### src/aqb_pkg.sv
package aqb_pkg;

    // ****************************************
    // timing
    // ****************************************
    localparam int CLK_HZ       = 100_000_000;
    localparam int SEC_S        = 1;
    localparam int SEC_CYC      = SEC_S * CLK_HZ;
    localparam int BURST_EVENTS = 6;
    localparam int CNT_W        = 3;
    localparam int TIME_W       = 64;
    localparam int MAG_W        = 32;
    localparam int N_CHAN       = 8;
    localparam int BOARD_W      = 4;
    localparam int CHAN_W       = 3;

    // ****************************************
    // encodings
    // ****************************************
    localparam logic [1:0] SV_GOOD         = 2'h0;
    localparam logic [1:0] SV_INVALID      = 2'h1;
    localparam logic [1:0] SV_QUESTIONABLE = 2'h3;
    localparam logic [1:0] EV_GOOD         = 2'h0;
    localparam logic [1:0] EV_INVALID      = 2'h1;
    localparam logic [1:0] EV_SUBSTITUTED  = 2'h2;
    localparam logic [1:0] EV_QUESTIONABLE = 2'h3;
    localparam logic       SRC_PROCESS     = 1'h0;
    localparam logic [MAG_W-1:0] MAG_EVENT = 32'h0000_0000;

    typedef enum logic [0:0] {
        AQB_NORMAL = 1'b0,
        AQB_BURST  = 1'b1
    } aqb_state_t;

    // per-channel conditions from acquisition, same clock domain
    typedef struct packed {
        logic out_of_range;
        logic acc_fail;
        logic int_err;
        logic sync_err;
        logic test;
        logic subst;
    } aqb_flags_t;

    typedef struct packed {
        logic [1:0] validity;
        logic       overflow;
        logic       out_of_range;
        logic       bad_ref;
        logic       oscillatory;
        logic       failure;
        logic       old_data;
        logic       inconsistent;
        logic       inaccurate;
        logic       source;
        logic       test;
        logic       op_blocked;
    } aqb_qual_t;

    typedef struct packed {
        logic [MAG_W-1:0]  mag;
        aqb_qual_t         q;
        logic [TIME_W-1:0] t;
    } aqb_ev_obj_t;

    typedef struct packed {
        logic [BOARD_W-1:0] board;
        logic [CHAN_W-1:0]  chan;
    } aqb_burst_id_t;

endpackage : aqb_pkg

### src/aqb_filter.sv
// Contract
// event-dataset magnitude attribute is always zero.
// event-dataset quality equals the published sampled-values channel quality.
// event-dataset time holds time of last published quality change.
// magnitude never published on event messaging; only quality and time meaningful.
// count quality change events per channel within each one-second interval.
// six events within a second with non-good latest quality enter burst.
// burst holds published quality; release after one full quiet second.
// burst entry emits an event naming channel and board; simultaneous entries get one event naming only the lowest channel.
// validity: questionable on range/inaccurate, invalid on failure/overflow, else good.
// overflow, bad-reference, oscillatory, old-data, inconsistent always false.
// failure set for internal errors other than synchronisation problems.
// inaccurate set when sample misses declared accuracy class.
// sampled-values source always process.
// no timestamp update during hold; on release publish, stamp if differs.
// event validity good/substituted/questionable/invalid, source process, test passed.

module aqb_filter
    import aqb_pkg::*;
#(
    parameter int                 N       = N_CHAN,
    parameter int                 SEC_CYCLES = SEC_CYC,
    parameter logic [BOARD_W-1:0] BOARD_ID = 4'h0
) (
    // clock and reset
    input  wire logic                    clk,
    input  wire logic                    rst_n,
    input  wire logic                    ce,
    // acquisition side
    input  wire aqb_flags_t [N-1:0]      flags,
    input  wire logic [TIME_W-1:0]       time_now,
    // sampled values side
    output aqb_qual_t [N-1:0]            sv_q,
    // event messaging side
    output aqb_ev_obj_t [N-1:0]          ev_obj,
    // burst reporting
    output logic [N-1:0]                 in_burst,
    output logic                         burst_evt,
    output aqb_burst_id_t                burst_id
);

    // ****************************************
    // one-second time base
    // ****************************************
    localparam int QW = $clog2(SEC_CYCLES + 1);
    localparam logic [QW-1:0] SEC_LAST  = QW'(SEC_CYCLES - 1);
    localparam logic [CNT_W-1:0] BURST_N = CNT_W'(BURST_EVENTS);

    logic [QW-1:0] sec_cnt_q;
    logic          sec_tick;

    assign sec_tick = (sec_cnt_q == SEC_LAST);

    always_ff @(posedge clk) begin
        if (!rst_n) begin
            sec_cnt_q <= '0;
        end else if (ce) begin
            if (sec_tick) begin
                sec_cnt_q <= '0;
            end else begin
                sec_cnt_q <= sec_cnt_q + QW'(1);
            end
        end
    end

    // ****************************************
    // quality derivation
    // ****************************************
    function automatic aqb_qual_t derive_q(input aqb_flags_t f);
        aqb_qual_t r;
        r              = '0;
        r.overflow     = 1'b0;
        r.bad_ref      = 1'b0;
        r.oscillatory  = 1'b0;
        r.old_data     = 1'b0;
        r.inconsistent = 1'b0;
        r.out_of_range = f.out_of_range;
        r.failure      = f.int_err & ~f.sync_err;
        r.inaccurate   = f.acc_fail;
        r.source       = SRC_PROCESS;
        r.test         = f.test;
        r.op_blocked   = 1'b0;
        // invalid outranks questionable when both apply
        if (r.failure || r.overflow) begin
            r.validity = SV_INVALID;
        end else if (r.out_of_range || r.inaccurate) begin
            r.validity = SV_QUESTIONABLE;
        end else begin
            r.validity = SV_GOOD;
        end
        return r;
    endfunction

    function automatic aqb_qual_t event_q(input aqb_qual_t q, input logic subst);
        aqb_qual_t r;
        r        = q;
        r.source = SRC_PROCESS;
        if (q.validity == SV_INVALID) begin
            r.validity = EV_INVALID;
        end else if (q.validity == SV_QUESTIONABLE) begin
            r.validity = EV_QUESTIONABLE;
        end else if (subst) begin
            r.validity = EV_SUBSTITUTED;
        end else begin
            r.validity = EV_GOOD;
        end
        return r;
    endfunction

    // ****************************************
    // per-channel burst filter
    // ****************************************
    logic [N-1:0] enter_burst;

    for (genvar c = 0; c < N; c++) begin : g_chan
        aqb_qual_t         raw_q;
        aqb_qual_t         last_q;
        aqb_qual_t         pub_q;
        logic [TIME_W-1:0] stamp_q;
        logic [CNT_W-1:0]  evt_cnt_q;
        logic [CNT_W-1:0]  evt_cnt_d;
        logic [QW-1:0]     quiet_q;
        aqb_state_t        state_q;
        logic              change;
        logic              release_hold;

        assign raw_q  = derive_q(flags[c]);
        assign change = (raw_q != last_q);

        // count restarts at each tick; an event on the tick counts for the new second
        always_comb begin
            evt_cnt_d = evt_cnt_q;
            if (sec_tick) begin
                evt_cnt_d = '0;
            end
            if (change && (evt_cnt_d != BURST_N)) begin
                evt_cnt_d = evt_cnt_d + CNT_W'(1);
            end
        end

        assign enter_burst[c] = (state_q == AQB_NORMAL) && change &&
                                (evt_cnt_d == BURST_N) && (raw_q.validity != SV_GOOD);
        assign release_hold   = (state_q == AQB_BURST) && !change && (quiet_q == SEC_LAST);

        always_ff @(posedge clk) begin
            if (!rst_n) begin
                last_q    <= '0;
                evt_cnt_q <= '0;
            end else if (ce) begin
                last_q    <= raw_q;
                evt_cnt_q <= evt_cnt_d;
            end
        end

        // quiet time since the last change, saturating at one second
        always_ff @(posedge clk) begin
            if (!rst_n) begin
                quiet_q <= '0;
            end else if (ce) begin
                if (change) begin
                    quiet_q <= '0;
                end else if (quiet_q != SEC_LAST) begin
                    quiet_q <= quiet_q + QW'(1);
                end
            end
        end

        always_ff @(posedge clk) begin
            if (!rst_n) begin
                state_q <= AQB_NORMAL;
            end else if (ce) begin
                case (state_q)
                    AQB_NORMAL: begin
                        if (enter_burst[c]) begin
                            state_q <= AQB_BURST;
                        end
                    end
                    AQB_BURST: begin
                        if (release_hold) begin
                            state_q <= AQB_NORMAL;
                        end
                    end
                    default: begin
                        state_q <= AQB_NORMAL;
                    end
                endcase
            end
        end

        // the change that trips the burst is still published, then frozen
        always_ff @(posedge clk) begin
            if (!rst_n) begin
                pub_q   <= '0;
                stamp_q <= '0;
            end else if (ce) begin
                if ((state_q == AQB_NORMAL) || release_hold) begin
                    pub_q <= raw_q;
                    if (raw_q != pub_q) begin
                        stamp_q <= time_now;
                    end
                end
            end
        end

        always_ff @(posedge clk) begin
            if (!rst_n) begin
                sv_q[c]   <= '0;
                ev_obj[c] <= '0;
            end else if (ce) begin
                sv_q[c]       <= pub_q;
                ev_obj[c].mag <= MAG_EVENT;
                ev_obj[c].q   <= event_q(pub_q, flags[c].subst);
                ev_obj[c].t   <= stamp_q;
            end
        end

        assign in_burst[c] = (state_q == AQB_BURST);
    end

    // ****************************************
    // burst event report
    // ****************************************
    // simultaneous entries report the lowest channel; others stay visible on in_burst
    logic [CHAN_W-1:0] first_chan;

    always_comb begin
        first_chan = '0;
        for (int i = N - 1; i >= 0; i--) begin
            if (enter_burst[i]) begin
                first_chan = CHAN_W'(i);
            end
        end
    end

    always_ff @(posedge clk) begin
        if (!rst_n) begin
            burst_evt <= 1'b0;
            burst_id  <= '0;
        end else if (ce) begin
            burst_evt <= |enter_burst;
            if (|enter_burst) begin
                burst_id.board <= BOARD_ID;
                burst_id.chan  <= first_chan;
            end
        end
    end

endmodule // aqb_filter

### config.mk
export PLATFORM = sky130hd
export DESIGN_NAME = aqb_filter
export DESIGN_NICKNAME = d
export VERILOG_FILES = /design/src/aqb_pkg.sv /design/src/aqb_filter.sv
export SDC_FILE = /design/constraint.sdc
export NUM_CORES = 2
export LEC_CHECK = 0
export BUFFER_PORTS_ARGS = -buffer_cell sky130_fd_sc_hd__buf_4
export CAP_MARGIN = 20
export CORE_AREA = 2 2 432 434
export CTS_CLUSTER_SIZE = 10
export DETAILED_ROUTE_END_ITERATION = 7
export DIE_AREA = 0 0 434 436
export SLEW_MARGIN = 30
export SYNTH_ARGS = -nofsm -noshare
export SYNTH_HDL_FRONTEND = slang
export SYNTH_SLANG_ARGS = --single-unit
### constraint.sdc
create_clock -name clk -period 5.59 [get_ports clk]
set_input_delay 0.2795 -clock clk [delete_from_list [all_inputs] [get_ports clk]]
set_output_delay 0.2795 -clock clk [all_outputs]
set_load 0.02 [all_outputs]
==> results by stage <==
Run status:
- The run finished with clean final reports.

Logic synthesis:
- For this run, the leading register cell type out of synthesis is dfxtp_1.
- The number of warnings issued by yosys is 0.
- The mean area per synthesized cell is 9.57 sq um.
- The number of enable flip-flop cells after synthesis is 0.
- Summing every instance area after synthesis gives 0.0593 sq mm.
- The number of instances in the synthesized netlist is 6,194.
- Summing the sequential cell areas from Yosys gives 49.4% of the chip area.
- For this run, asynchronously set or reset flops after synthesis account for 0%.
- Counting flops and latches in the post-synthesis netlist gives 1,463.
- The unique cell type count in the Yosys netlist is 71.

Detailed routing:
- In the routed layout, each cell is associated on average with a via count of 4.57.
- The detailed router finished its first iteration with 2,297 violations.
- The routed length per instance is 17.6 um.
- Summed over all layers, the routed wires come to 165,000 um.
- The number of nets with antenna violations after routing is 0.
- The detailed router placed 42,761 vias in this run.
- The number of remaining DRC errors is 0.
- For this run, the detailed router's first-pass iteration total came to 7.

STA:
- The clock period minus final worst setup slack is 4.66 ns.
- The worst-case clock skew is 0.0393 ns.
- The final worst slack is 0.928 ns.
- Final hold analysis gives a worst-case slack of 0.0992 ns.
- The number of endpoints with negative hold slack in the final report is 0.
- Measured against its own limit, the worst slew margin works out to 28.9%.
- The fmax is 0.214 GHz.
- The count of pins over their slew limit came to 0.
- Of the available clock period, the critical path in the final layout requires 83.4%.
- Adding up every negative setup slack in the final design gives 0 ns.
- Setup repair after global routing left no endpoint under its margin.
- The slew of the pin with the lowest slew margin is 1.07 ns.
- Setup violations remaining at the end of the flow were counted as 0.

Place:
- After detailed placement, the design holds a cell count of 9,017.
- The number of buffer cells added on primary ports is 734.
- Detailed placement finished with a half-perimeter wire length of 111,000 um.
- The final RePlAce weighted congestion is 0.804.
- Prior to clock tree synthesis, the placed netlist has a worst setup slack of 1.04 ns.

Layout:
- The final net count is 6,965.
- The number of non-filler instances in the completed layout is 9,362.
- In the layout the commonest cells are nor2_1, dfxtp_1, mux2i_1, buf_4, conb_1.
- The signed area change from the synthesized netlist to the final layout is 20.4%.
- The share of layout cells above drive strength 1 is 14.7%.
- The leading cell type in the layout, fill and taps excluded is nor2_1.
- Fill cells in the final layout number 18,189.

Pwr:
- After layout, the design draws a total of 0.0237 W.
- The worst-case vdd ir drop is 0.264 mV.
- The standby leakage power is 31.8 nW.
- Power spread over the standard cell area amounts to 332 mW/mm^2.

CTS:
- TritonCTS built the clock tree.
- CTS placed an instance of clkbuf_16 at the clock tree root.
- Clock-pin slew was measured on the worst setup and hold paths at 0.05 ns.
- The H-tree depth is 4.
- The clock latency at the later pin of the worst-skew pair is 0.81 ns.
- The maximum clock path buffer count is 3.
- The post-cts repair resize count is 0.
- The number of sinks driven by the clock tree is 1,463.
- The number of buffers inserted during clock tree synthesis is 171.

Global routing:
- The via count of the first global-routing pass is 40,630.
- The global-route wire length before repair is 245,000 um.
- The number of antenna violations at the first check in global routing was 4.
- The global router's overall resource usage is 16.6%.
- Entering global routing, the biggest net connects 235 pins.
- The total congestion overflow after global routing is 0.

Die:
- In this run the core area contains 158 standard-cell rows.
- The die width is 434 um.
- The floorplan step set the die height to 436 um.
- The core box area is 0.185 sq mm.
- In this run the count of I/O pins placed on the die edge is 1,107.
- The die covers 0.189 sq mm.
- For this configuration, the core starts out at a cell density of 32.1%.

Setup path:
- In this run the worst path has a maximum fanout of 33.
- At the worst endpoint, the required time is 6.32 ns.
- The critical path arrival is 5.39 ns.
- STA classifies the critical path startpoint as a flip-flop.
- The critical path class is flip-flop to flip-flop.
- The sort of element at the end of the critical path is a flip-flop.

Job:
- The number of maximum-capacitance constraint violations is 0.

Worst hold path:
- The worst min-delay path class is input pin to flip-flop.
-- metal layers --
layer / vias to the layer above / GRT usage, % / wire (um)
li1: 21064 / - / -
met1: 20364 / 19.1 / 66400
met2: 1067 / 28.0 / 79800
met3: 266 / 5.52 / 11900
met4: 0 / 7.00 / 6440
met5: - / 0 / 0
-- cells by family after synthesis --
logic type | Yosys count | synth area share (%)
fa+ha+maj | 25 | 0.528
other cells | 1 | 0.00633
buf+inv | 861 | 8.28
flops | 1463 | 49.4
simple gates | 2145 | 15.5
xor+xnor | 249 | 3.68
compound gates | 314 | 3.38
mux | 1136 | 19.2
-- state kept, by name, summed over array words and instances (netlist names), 3 cells and up --
name              count
sec_cnt_q            27
g_chan.state_q        8
g_chan.evt_cnt_q     24
sv_q                 17
g_chan.quiet_q      216
burst_id              3
g_chan.pub_q         48
g_chan.stamp_q      512
ev_obj              559
g_chan.last_q        48
-- final timing paths --
| path | start | end | slack, ns | cells past startpoint |
|---|---|---|---|---|
| setup / recovery | sec_cnt_q[8] | burst_id[0] | 0.93 | 14 |
| hold / removal | flags[27] | g_chan[4].pub_q[6] | 0.1 | 4 |
| setup reg to reg | sec_cnt_q[8] | burst_id[0] | 0.93 | 14 |
| hold reg to reg | ev_obj[838] | ev_obj[838] | 0.47 | 2 |
-- area by class of cell --
cell class / count / area [sq um] / share of cell area, %
antenna: 3 / 7.51 / 0.0105
clock buffer: 208 / 4520 / 6.33
clock inverter: 19 / 402 / 0.563
inverter: 47 / 185 / 0.260
multi-input combinational: 4241 / 26600 / 37.3
sequential: 1463 / 29300 / 41.0
tap: 2480 / 3100 / 4.35
timing repair buffer: 901 / 7270 / 10.2
-- power breakdown --
part | internal (W) | switching [W]
Clock | 0.00580 | 0.00432
Sequential | 0.0109 | 0.000268
Combinational | 0.000916 | 0.00153
-- stage by stage --
step | util, % | cell area [sq um]
final | 38.6 | 71400
after floorplan | - | 60600
after global routing | 38.6 | 71400
after global placement | 35.3 | 65200
after detailed placement | 35.3 | 65200
after CTS | 38.6 | 71300
-- critical path, stage by stage, from the launching register on --
cell       delay (ns)
dfxtp_1          0.34
or4b_2           0.68
nor4_1           0.45
nand2_1          0.30
buf_4            0.33
and2_1           0.22
ha_1             0.26
nand2_1          0.14
nor2_1           0.05
a2111oi_0        0.37
nor4b_1          0.75
nand2_1          0.11
a211oi_1         0.29
o311ai_0         0.15
mux2i_1          0.15
-- Yosys cell counts, drive strengths merged, types with 25 or more instances --
cell    count  area share (%)
buf       529             6.2
xnor2     123             1.8
and2       27            0.29
a211oi     34            0.44
nand3     100            0.84
ha         25            0.53
and3       42            0.44
dfxtp    1463              49
nand2     216             1.4
o21ai      55            0.46
inv        47            0.30
nor3       67            0.57
nand4      51            0.54
xor2      126             1.9
mux2i    1135              19
or3        38            0.40
nor2     1468             9.3
nor4       25            0.26
clkbuf    285             1.8
a21oi     126             1.1
-- what timing repair did --
| action | CTS | global route |
|---|---|---|
| buffers inserted | 0 | 0 |
| hold buffers | 114 | 0 |
| endpoints found under the hold margin | 631 | 0 |
| setup endpoints to repair | 0 | 0 |
Power figures use the tool's default switching activity.
